==> config.mk <==
export PLATFORM = sky130hd
export DESIGN_NAME = first_level_memory_type_resolver
export DESIGN_NICKNAME = d
export VERILOG_FILES = /design/src/hdl/mtype_pkg.sv /design/src/hdl/first_level_memory_type_resolver.sv
export VERILOG_INCLUDE_DIRS = /design/src /design/src/hdl
export SDC_FILE = /design/constraint.sdc
export NUM_CORES = 1
export LEC_CHECK = 0
export ABC_CLOCK_PERIOD_IN_PS = 3510
export BUFFER_PORTS_ARGS = -buffer_cell sky130_fd_sc_hd__buf_2
export CAP_MARGIN = 25
export CORE_UTILIZATION = 46
export CTS_CLUSTER_DIAMETER = 100
export DETAILED_ROUTE_END_ITERATION = 10
export PLACE_DENSITY = 0.65
export SYNTH_ARGS = -nofsm -noshare
export SYNTH_HDL_FRONTEND = slang
export SYNTH_SLANG_ARGS = --single-unit
==> constraint.sdc <==
create_clock -name clk -period 3.51 [get_ports clk]
set_input_delay 0.702 -clock clk [delete_from_list [all_inputs] [get_ports clk]]
set_output_delay 0.702 -clock clk [all_outputs]
set_load 0.01 [all_outputs]
==> src/hdl/mtype_defs.svh <==
`ifndef MTYPE_DEFS_SVH
`define MTYPE_DEFS_SVH
`define MT_REG_CAP 8'h00
`define MT_REG_DEFTYPE 8'h04
`define MT_REG_FIXED 8'h08
`define MT_REG_LAST 8'h0C
`define MT_REG_VAR 8'h20
`define MT_VAR_STRIDE 8'h08
`define MT_VAR_MASK_OFS 8'h04
`define MT_DEF_EN_BIT 11
`define MT_DEF_FIXEN_BIT 10
`define MT_MASK_VALID_BIT 11
`define MT_CAP_VAR_LSB 8
`define MT_DEFTYPE_RESET 32'h0000_0000
`define MT_FIXED_RESET 32'h0000_0000
`define MT_VAR_RESET 32'h0000_0000
`define MT_FIXED_LIMIT_LSB 20
`define MT_FIXED_SEL_LSB 17
`define MT_PAGE_LSB 12
`define PTE_PAT4K_BIT 7
`define PTE_PATBIG_BIT 12
`define PTE_PCD_BIT 4
`define PTE_PWT_BIT 3
`define AXI_OKAY 2'h0
`define AXI_SLVERR 2'h2
`endif

==> src/hdl/mtype_pkg.sv <==
package mtype_pkg;
	// One encoding for attribute entries, range types and the result.
	typedef enum logic [2:0] {
		MT_UC = 3'h0,
		MT_WC = 3'h1,
		MT_WT = 3'h4,
		MT_WP = 3'h5,
		MT_WB = 3'h6,
		MT_UCM = 3'h7
	} mem_type_t;
	typedef enum logic [1:0] {
		ACC_CTX = 2'h0,
		ACC_PASID_TBL = 2'h1,
		ACC_STRUCT = 2'h2,
		ACC_PAGE = 2'h3
	} access_kind_t;
	typedef struct packed {
		logic inDomain;
		logic cacheDisable;
		logic [31:0] page_attr_table;
		access_kind_t kind;
		logic [63:0] entry;
		logic largePage;
		logic [31:0] physAddr;
	} req_t;
	typedef struct packed {
		logic applies;
		mem_type_t memType;
	} resp_t;
	typedef enum logic [1:0] {
		WR_COLLECT = 2'b01,
		WR_RESP = 2'b10
	} wr_state_t;
	typedef enum logic [1:0] {
		RD_IDLE = 2'b01,
		RD_DATA = 2'b10
	} rd_state_t;
endpackage

==> src/hdl/first_level_memory_type_resolver.sv <==
`include "mtype_defs.svh"
// Behaviour
// - Accesses from outside the coherency domain get no memory type.
// - Cache disable set in the context forces UC on every access.
// - Root and context entry fetches use UC.
// - PASID-table entry fetches use the range type alone.
// - Paging entries and page combine attribute and range types.
// - Attribute table is eight 4-bit entries, entry i at bits 4i+3:4i.
// - Attribute index bit is bit 7 for 4K pages, bit 12 for larger.
// - Cache-off bit is bit 4, write-through bit is bit 3.
// - Top-level entry fetch index is 2*cacheoff+writethrough from PASID entry.
// - Lower entry fetch index uses the same bits of the pointing entry.
// - Page access index adds four times the index bit from the mapping entry.
// - Range registers exist only when typing support is reported.
// - Range typing disabled gives UC for every address.
// - Below 1 MByte with fixed ranges enabled, use the fixed range type.
// - Exactly one variable match gives that range's type.
// - Several matches of one common type give that type.
// - Overlap with UC gives UC; WT with WB gives WT.
// - No match gives the programmed default type.
// - Range UC and WC combine with attribute per the matrix.
// - Range WT and WB combine with attribute per the matrix.
// - Range WP combines with attribute per the matrix.
// - Typing bits come from the walker, which may serve them from caches.
module first_level_memory_type_resolver #(
	parameter int NVAR = 4,
	parameter bit TYPING_SUPPORT = 1'b1
) (
	// Clock and reset
	input wire logic clk,
	input wire logic rst_n,
	// Resolve request and answer
	input wire logic reqValid,
	input wire mtype_pkg::req_t req,
	output logic respValid,
	output mtype_pkg::resp_t resp,
	// AXI4-Lite write
	input wire logic [7:0] awaddr,
	input wire logic awvalid,
	output logic awready,
	input wire logic [31:0] wdata,
	input wire logic [3:0] wstrb,
	input wire logic wvalid,
	output logic wready,
	output logic [1:0] bresp,
	output logic bvalid,
	input wire logic bready,
	// AXI4-Lite read
	input wire logic [7:0] araddr,
	input wire logic arvalid,
	output logic arready,
	output logic [31:0] rdata,
	output logic [1:0] rresp,
	output logic rvalid,
	input wire logic rready
);
	typedef logic [31:0] word_t;

	function automatic mtype_pkg::mem_type_t toType(input logic [2:0] v);
		mtype_pkg::mem_type_t t;
		case (v)
			3'h1: t = mtype_pkg::MT_WC;
			3'h4: t = mtype_pkg::MT_WT;
			3'h5: t = mtype_pkg::MT_WP;
			3'h6: t = mtype_pkg::MT_WB;
			3'h7: t = mtype_pkg::MT_UCM;
			default: t = mtype_pkg::MT_UC;
		endcase
		return t;
	endfunction

	function automatic mtype_pkg::mem_type_t patType(input word_t page_attr_table, input logic [2:0] i);
		logic [3:0] e;
		e = page_attr_table[{i, 2'b00} +: 4];
		return toType(e[2:0]);
	endfunction

	// Effective type from the range type r and attribute type p.
	function automatic mtype_pkg::mem_type_t effType(input mtype_pkg::mem_type_t r,
		input mtype_pkg::mem_type_t p);
		mtype_pkg::mem_type_t t;
		t = mtype_pkg::MT_UC;
		case (r)
			mtype_pkg::MT_UC: t = (p == mtype_pkg::MT_WC) ? mtype_pkg::MT_WC : mtype_pkg::MT_UC;
			mtype_pkg::MT_WC:
			begin
				if (p == mtype_pkg::MT_UCM || p == mtype_pkg::MT_WC || p == mtype_pkg::MT_WB)
					t = mtype_pkg::MT_WC;
			end
			mtype_pkg::MT_WT:
			begin
				if (p == mtype_pkg::MT_WC || p == mtype_pkg::MT_WP)
					t = p;
				else if (p == mtype_pkg::MT_WT || p == mtype_pkg::MT_WB)
					t = mtype_pkg::MT_WT;
			end
			mtype_pkg::MT_WB:
			begin
				if (p != mtype_pkg::MT_UC && p != mtype_pkg::MT_UCM)
					t = p;
			end
			mtype_pkg::MT_WP:
			begin
				if (p == mtype_pkg::MT_UCM || p == mtype_pkg::MT_WC)
					t = mtype_pkg::MT_WC;
				else if (p == mtype_pkg::MT_WT)
					t = mtype_pkg::MT_WT;
				else if (p == mtype_pkg::MT_WB || p == mtype_pkg::MT_WP)
					t = mtype_pkg::MT_WP;
			end
			default: t = mtype_pkg::MT_UC;
		endcase
		return t;
	endfunction

	function automatic word_t merge(input word_t old, input word_t nw, input logic [3:0] s);
		word_t m;
		for (int b = 0; b < 4; b++)
			m[8*b +: 8] = s[b] ? nw[8*b +: 8] : old[8*b +: 8];
		return m;
	endfunction

	// Range registers.
	word_t defType_q, defType_d;
	word_t fixed_q, fixed_d;
	word_t varBase_q [NVAR];
	word_t varBase_d [NVAR];
	word_t varMask_q [NVAR];
	word_t varMask_d [NVAR];
	mtype_pkg::resp_t last_q, last_d;

	// Range lookup on the request address.
	mtype_pkg::mem_type_t rangeType;
	mtype_pkg::mem_type_t varType;
	logic anyMatch, anyUc, sameType, onlyWtWb;
	always_comb
	begin
		anyMatch = 1'b0;
		anyUc = 1'b0;
		sameType = 1'b1;
		onlyWtWb = 1'b1;
		varType = mtype_pkg::MT_UC;
		for (int n = 0; n < NVAR; n++)
		begin
			if (varMask_q[n][`MT_MASK_VALID_BIT] &&
				((req.physAddr[31:`MT_PAGE_LSB] ^ varBase_q[n][31:`MT_PAGE_LSB]) &
				varMask_q[n][31:`MT_PAGE_LSB]) == '0)
			begin
				if (anyMatch && toType(varBase_q[n][2:0]) != varType)
					sameType = 1'b0;
				if (toType(varBase_q[n][2:0]) == mtype_pkg::MT_UC)
					anyUc = 1'b1;
				if (toType(varBase_q[n][2:0]) != mtype_pkg::MT_WT &&
					toType(varBase_q[n][2:0]) != mtype_pkg::MT_WB)
					onlyWtWb = 1'b0;
				if (!anyMatch)
					varType = toType(varBase_q[n][2:0]);
				anyMatch = 1'b1;
			end
		end
		if (!anyMatch || sameType)
			rangeType = varType;
		else if (anyUc)
			rangeType = mtype_pkg::MT_UC;
		else if (onlyWtWb)
			rangeType = mtype_pkg::MT_WT;
		else
			rangeType = mtype_pkg::MT_UC; // Undefined overlap, choose the safe type.
		if (!anyMatch)
			rangeType = toType(defType_q[2:0]);
		if (defType_q[`MT_DEF_FIXEN_BIT] && req.physAddr[31:`MT_FIXED_LIMIT_LSB] == '0)
			rangeType = toType(fixed_q[{req.physAddr[19:`MT_FIXED_SEL_LSB], 2'b00} +: 3]);
		if (!defType_q[`MT_DEF_EN_BIT] || !TYPING_SUPPORT)
			rangeType = mtype_pkg::MT_UC;
	end

	// Attribute index from the entry bits supplied by the walker.
	logic [2:0] patIdx;
	logic idxBit;
	always_comb
	begin
		idxBit = req.largePage ? req.entry[`PTE_PATBIG_BIT] : req.entry[`PTE_PAT4K_BIT];
		// Index bits for table fetches, from the PASID or pointing entry.
		patIdx = {1'b0, req.entry[`PTE_PCD_BIT], req.entry[`PTE_PWT_BIT]};
		if (req.kind == mtype_pkg::ACC_PAGE)
			patIdx[2] = idxBit;
	end

	// Request path: one registered stage.
	logic respValid_q, respValid_d;
	mtype_pkg::resp_t resp_q, resp_d;
	always_comb
	begin
		respValid_d = reqValid;
		resp_d = resp_q;
		last_d = last_q;
		if (reqValid)
		begin
			resp_d.applies = req.inDomain;
			resp_d.memType = mtype_pkg::MT_UC;
			if (req.inDomain && !req.cacheDisable)
			begin
				case (req.kind)
					mtype_pkg::ACC_CTX: resp_d.memType = mtype_pkg::MT_UC;
					mtype_pkg::ACC_PASID_TBL: resp_d.memType = rangeType;
					default: resp_d.memType = effType(rangeType, patType(req.page_attr_table, patIdx));
				endcase
			end
			last_d = resp_d;
		end
	end
	always_ff @(posedge clk or negedge rst_n)
	begin
		if (!rst_n)
		begin
			respValid_q <= 1'b0;
			resp_q <= '{applies: 1'b0, memType: mtype_pkg::MT_UC};
		end
		else
		begin
			respValid_q <= respValid_d;
			resp_q <= resp_d;
		end
	end
	assign respValid = respValid_q;
	assign resp = resp_q;

	// AXI4-Lite slave. Address and data are collected in either order.
	mtype_pkg::wr_state_t wrState_q, wrState_d;
	mtype_pkg::rd_state_t rdState_q, rdState_d;
	logic awHave_q, awHave_d, wHave_q, wHave_d;
	logic [7:0] awAddr_q, awAddr_d;
	word_t wData_q, wData_d;
	logic [3:0] wStrb_q, wStrb_d;
	logic [1:0] bresp_q, bresp_d, rresp_q, rresp_d;
	word_t rdata_q, rdata_d;
	logic rdHit;
	word_t rdWord;

	assign awready = (wrState_q == mtype_pkg::WR_COLLECT) && !awHave_q;
	assign wready = (wrState_q == mtype_pkg::WR_COLLECT) && !wHave_q;
	assign arready = (rdState_q == mtype_pkg::RD_IDLE);

	always_comb
	begin
		rdHit = 1'b1;
		rdWord = '0;
		case (araddr)
			`MT_REG_CAP: rdWord = {20'h0_0000, 4'(NVAR), 7'h00, TYPING_SUPPORT};
			`MT_REG_DEFTYPE: rdWord = TYPING_SUPPORT ? defType_q : '0;
			`MT_REG_FIXED: rdWord = TYPING_SUPPORT ? fixed_q : '0;
			`MT_REG_LAST: rdWord = {28'h000_0000, last_q};
			default:
			begin
				rdHit = 1'b0;
				for (int n = 0; n < NVAR; n++)
				begin
					if (araddr == 8'(`MT_REG_VAR + n * `MT_VAR_STRIDE))
					begin
						rdHit = 1'b1;
						rdWord = TYPING_SUPPORT ? varBase_q[n] : '0;
					end
					if (araddr == 8'(`MT_REG_VAR + n * `MT_VAR_STRIDE + `MT_VAR_MASK_OFS))
					begin
						rdHit = 1'b1;
						rdWord = TYPING_SUPPORT ? varMask_q[n] : '0;
					end
				end
			end
		endcase
	end

	always_comb
	begin
		wrState_d = wrState_q;
		awHave_d = awHave_q;
		wHave_d = wHave_q;
		awAddr_d = awAddr_q;
		wData_d = wData_q;
		wStrb_d = wStrb_q;
		bresp_d = bresp_q;
		defType_d = defType_q;
		fixed_d = fixed_q;
		varBase_d = varBase_q;
		varMask_d = varMask_q;
		case (wrState_q)
			mtype_pkg::WR_COLLECT:
			begin
				if (awvalid && awready)
				begin
					awHave_d = 1'b1;
					awAddr_d = awaddr;
				end
				if (wvalid && wready)
				begin
					wHave_d = 1'b1;
					wData_d = wdata;
					wStrb_d = wstrb;
				end
				if (awHave_q && wHave_q)
				begin
					awHave_d = 1'b0;
					wHave_d = 1'b0;
					wrState_d = mtype_pkg::WR_RESP;
					bresp_d = `AXI_OKAY;
					if (!TYPING_SUPPORT)
						bresp_d = `AXI_OKAY;
					else if (awAddr_q == `MT_REG_DEFTYPE)
						defType_d = merge(defType_q, wData_q, wStrb_q);
					else if (awAddr_q == `MT_REG_FIXED)
						fixed_d = merge(fixed_q, wData_q, wStrb_q);
					else if (awAddr_q != `MT_REG_CAP && awAddr_q != `MT_REG_LAST)
					begin
						bresp_d = `AXI_SLVERR;
						for (int n = 0; n < NVAR; n++)
						begin
							if (awAddr_q == 8'(`MT_REG_VAR + n * `MT_VAR_STRIDE))
							begin
								varBase_d[n] = merge(varBase_q[n], wData_q, wStrb_q);
								bresp_d = `AXI_OKAY;
							end
							if (awAddr_q == 8'(`MT_REG_VAR + n * `MT_VAR_STRIDE + `MT_VAR_MASK_OFS))
							begin
								varMask_d[n] = merge(varMask_q[n], wData_q, wStrb_q);
								bresp_d = `AXI_OKAY;
							end
						end
					end
				end
			end
			mtype_pkg::WR_RESP:
			begin
				if (bready)
					wrState_d = mtype_pkg::WR_COLLECT;
			end
			default: wrState_d = mtype_pkg::WR_COLLECT;
		endcase
	end

	always_comb
	begin
		rdState_d = rdState_q;
		rdata_d = rdata_q;
		rresp_d = rresp_q;
		case (rdState_q)
			mtype_pkg::RD_IDLE:
			begin
				if (arvalid)
				begin
					rdState_d = mtype_pkg::RD_DATA;
					rdata_d = rdWord;
					rresp_d = rdHit ? `AXI_OKAY : `AXI_SLVERR;
				end
			end
			mtype_pkg::RD_DATA:
			begin
				if (rready)
					rdState_d = mtype_pkg::RD_IDLE;
			end
			default: rdState_d = mtype_pkg::RD_IDLE;
		endcase
	end

	always_ff @(posedge clk or negedge rst_n)
	begin
		if (!rst_n)
		begin
			wrState_q <= mtype_pkg::WR_COLLECT;
			rdState_q <= mtype_pkg::RD_IDLE;
			awHave_q <= 1'b0;
			wHave_q <= 1'b0;
			awAddr_q <= 8'h00;
			wData_q <= 32'h0000_0000;
			wStrb_q <= 4'h0;
			bresp_q <= `AXI_OKAY;
			rresp_q <= `AXI_OKAY;
			rdata_q <= 32'h0000_0000;
			defType_q <= `MT_DEFTYPE_RESET;
			fixed_q <= `MT_FIXED_RESET;
			last_q <= '{applies: 1'b0, memType: mtype_pkg::MT_UC};
			for (int n = 0; n < NVAR; n++)
			begin
				varBase_q[n] <= `MT_VAR_RESET;
				varMask_q[n] <= `MT_VAR_RESET;
			end
		end
		else
		begin
			wrState_q <= wrState_d;
			rdState_q <= rdState_d;
			awHave_q <= awHave_d;
			wHave_q <= wHave_d;
			awAddr_q <= awAddr_d;
			wData_q <= wData_d;
			wStrb_q <= wStrb_d;
			bresp_q <= bresp_d;
			rresp_q <= rresp_d;
			rdata_q <= rdata_d;
			defType_q <= defType_d;
			fixed_q <= fixed_d;
			last_q <= last_d;
			varBase_q <= varBase_d;
			varMask_q <= varMask_d;
		end
	end
	assign bvalid = (wrState_q == mtype_pkg::WR_RESP);
	assign bresp = bresp_q;
	assign rvalid = (rdState_q == mtype_pkg::RD_DATA);
	assign rdata = rdata_q;
	assign rresp = rresp_q;
endmodule

==> results.json <==
{
  "status": "completed",
  "setup.worst_path.end": "last_q[0]",
  "cp.required_ps": 4020,
  "finalSetupViolCount": 0,
  "grt_start_max_net_pins": 75,
  "clock_tree.buffer_depth": 3,
  "skew_ps": 35.4,
  "htreeDepth": 2,
  "grt_pass1_wl_um": 101000,
  "vias_per_cell": 6.33,
  "fmax_ghz": 0.294,
  "finalWeightedCongestion": 1.01,
  "startpoint": "varBase_q[12]",
  "cts_num_sinks": 409,
  "portBuffers": 156,
  "die_w_um": 210,
  "slew_headroom": 0.363,
  "arrival_ps": 3910,
  "path_cells": "xor2_1, a22oi_1, nand3_1, nor3_1, nor4b_1, buf_4, a32oi_1, o21ai_0, o211ai_2, o32ai_1, nand4_1, o211ai_2",
  "post-route-drc-count": 0,
  "cp-start-kind": "register",
  "rsz0062_at_grt": "true",
  "rows": 75,
  "synth_edf_count": 0,
  "cp_max_fo": 3,
  "synth-main-ff-cell": "dfrtp_1",
  "maxCapViolCount": 0,
  "setup_tns_ps": 0,
  "reg2reg_from": "varBase_q[12]",
  "place_ws_ps": -457,
  "multi_input_area_um2": 9310,
  "timing.reg2reg.setup_slack_ps": 110,
  "hold_viol_final": 0,
  "ys_warn_count": 0,
  "cts_tree": "done",
  "switching_share": 0.308,
  "cp_common_cell": "o211ai_2",
  "root_buffer": "clkbuf_16",
  "drv_slew": 0,
  "hold_path_class": "in2async",
  "netlist_area_um2": 19900,
  "yosys.cell_types.count": 73,
  "dp_hpwl_um": 47900,
  "cts_buffers": 45,
  "reg2regPathDepth": 12,
  "power_frac_seq": 0.484,
  "grt-ovfl-total": 0,
  "crit_family": "compound AO/OA/AOI/OAI gates",
  "clockPowerShare": 0.355,
  "ios": 239,
  "num-fill-cells": 3599,
  "finalWirelength_um": 67800,
  "intPower_mw": 9.18,
  "clock_latency_ps": 590,
  "synthCells": 1610,
  "antenna_found_initial": 0,
  "dr.first_iter.drc_count": 1664,
  "r2r_end": "last_q[0]",
  "dr_total_vias": 15600,
  "die_area_um2": 44100,
  "crit_path_end_kind": "register",
  "diodes": 0,
  "worst-path-stages": 12,
  "dr.pass1.iters": 8,
  "drive_above_1_share": 0.421,
  "ant_nets": 0,
  "stdcell_area_um2": 23900,
  "synthArstFlopShare": 1.00,
  "switchingPower_mw": 4.09,
  "power.leakage_nw": 11.7,
  "worstMarginPinSlew_ps": 956,
  "wl_per_cell_um": 27.5,
  "cpPeakStageDelay_ps": 530,
  "crit_path_top_delay_cell": "a22oi_1",
  "place_area_um2": 22300,
  "min_period_ps": 3400,
  "grt_pass1_vias": 15500,
  "initial_core_util": 0.471,
  "cp.buffers_inverters": 1,
  "ys_seq_elements": 409,
  "criticalPathCategory": "reg2reg",
  "period_share": 0.968,
  "syn_area_per_cell_um2": 12.4,
  "vdd_drop_max_mv": 0.462,
  "register_area_um2": 10200,
  "power.share.combinational": 0.161,
  "grt_use_total": 0.311,
  "synth.yosys.seq_area_share": 0.514,
  "core_um2": 42300,
  "p_per_area_nw_per_um2": 556,
  "nets": 2052,
  "area_growth_pct": 19.9,
  "clk_pin_slew_ps": 70,
  "fp.dieH_um": 210,
  "timing.final.ws_setup_ps": 114
}
==> flip-flops by register name, summed over array words and instances, names as in the netlist, 4 cells and up <==
name       flops
defType_q     32
last_q         4
fixed_q       32
wData_q       32
varMask_q    128
rdata         32
awAddr_q       8
varBase_q    128
wStrb_q        4
==> worst min path at each step <==
stage | endpoint | slack (ps) | cells past startpoint
after floorplan | awAddr_q[0] | 410 | 0
final | rdata[28] | 90 | 1
after global placement | rdata[24] | 460 | 1
after detailed placement | rdata[5] | 460 | 1
after global routing | rdata[28] | 130 | 1
after CTS | rdata[28] | 130 | 1
==> metrics by stage <==
step           power, mW  utilization  hold WS, ps  std cells
5_1_grt             13.8        0.564          126       2466
4_1_cts             13.3        0.562          125       2464
3_3_place_gp        8.47        0.527          455       2387
6_report            13.3        0.564         89.6       2466
3_5_place_dp        8.58        0.527          460       2387
2_1_floorplan       7.47            -          406       1611
==> cell families (layout without fill, tap and decap cells) <==
group	count (synthesis)	after routing	synth area share
flops	409	409	0.514
xor+xnor	81	81	0.0360
other cells	1	2	0.000188
simple gates	235	235	0.0603
mux	383	383	0.223
buf+inv	132	410	0.0259
compound gates	369	369	0.141
==> layout make-up <==
class                   count  area share
repair buffers            310      0.0868
clock buffers              62      0.0532
inverters                  23     0.00362
well taps                 577      0.0302
clock inverters            15     0.00776
flip-flops and latches    409       0.429
multi-input cells        1070       0.390
==> metal layers <==
metal	GRT usage	vias up	share of wire
li1	-	6640	-
met3	0.0727	126	0.090
met5	0	-	0
met4	0.109	0	0.033
met2	0.475	740	0.45
met1	0.434	8101	0.43
==> repair_timing <==
item	in CTS	in global routing
buffers inserted	0	2
endpoints found under the setup margin	3	3
resized for setup	0	14
hold buffers	0	0
pin swaps	3	3
==> power groups by stage <==
stage / Clock, mW / Sequential, mW / Combinational [mW]
2_1_floorplan: 0 / 5.77 / 1.70
3_3_place_gp: 0 / 6.43 / 2.04
3_5_place_dp: 0 / 6.48 / 2.10
4_1_cts: 4.78 / 6.40 / 2.11
5_1_grt: 4.97 / 6.54 / 2.30
6_report: 4.71 / 6.43 / 2.13
==> Yosys cell counts, types with 2 or more instances <==
master     count  area [um2]
mux4_2        12         270
nor3_1        16        80.1
mux2i_1        4        40.0
o21ai_1        2        10.0
nand2_1       67         251
o31a_1         2        17.5
nand2b_1      11        68.8
o211ai_2       2        25.0
a21o_1        31         233
a211oi_1       2        15.0
o2bb2ai_1      2        17.5
mux2_2       367        4130
a32oi_1        3        26.3
a22o_1        27         236
nand4_1       18         113
a31oi_1       39         244
a22oi_1      122         916
or2_2          5        31.3
dfstp_2        2        52.6
dfrtp_1      407       10200
a21oi_1       19        95.1
buf_4          2        15.0
o211ai_1       2        15.0
nor4_1        10        62.6
nor4bb_1       2        20.0
buf_2          4        20.0
a222oi_1      25         250
o21ai_0       34         170
xor2_1        79         692
nand4b_1       4        35.0
and4_1         3        26.3
and2_1         8        50.1
a2111oi_0      7        61.3
nor4b_1        2        17.5
nand3_1       34         170
or3_1          5        31.3
a221oi_1      29         254
nor2_1        39         146
a311oi_1       2        17.5
a21boi_0       3        22.5
inv_1         23        86.3
or4_1          3        22.5
clkbuf_1     100         375
==> placed cells by master (no fill, tap or decap), types with 28 or more instances in the layout <==
| cell | count |
|---|---|
| nor2_1 | 32 |
| nand2_1 | 66 |
| buf_2 | 155 |
| a21o_1 | 31 |
| a31oi_1 | 37 |
| mux2_2 | 367 |
| clkbuf_16 | 45 |
| a221oi_1 | 28 |
| xor2_1 | 79 |
| dfrtp_1 | 407 |
| o21ai_0 | 34 |
| buf_4 | 144 |
| nand3_1 | 33 |
| a22oi_1 | 122 |
Note: power is estimated with default switching activity, not from simulation.
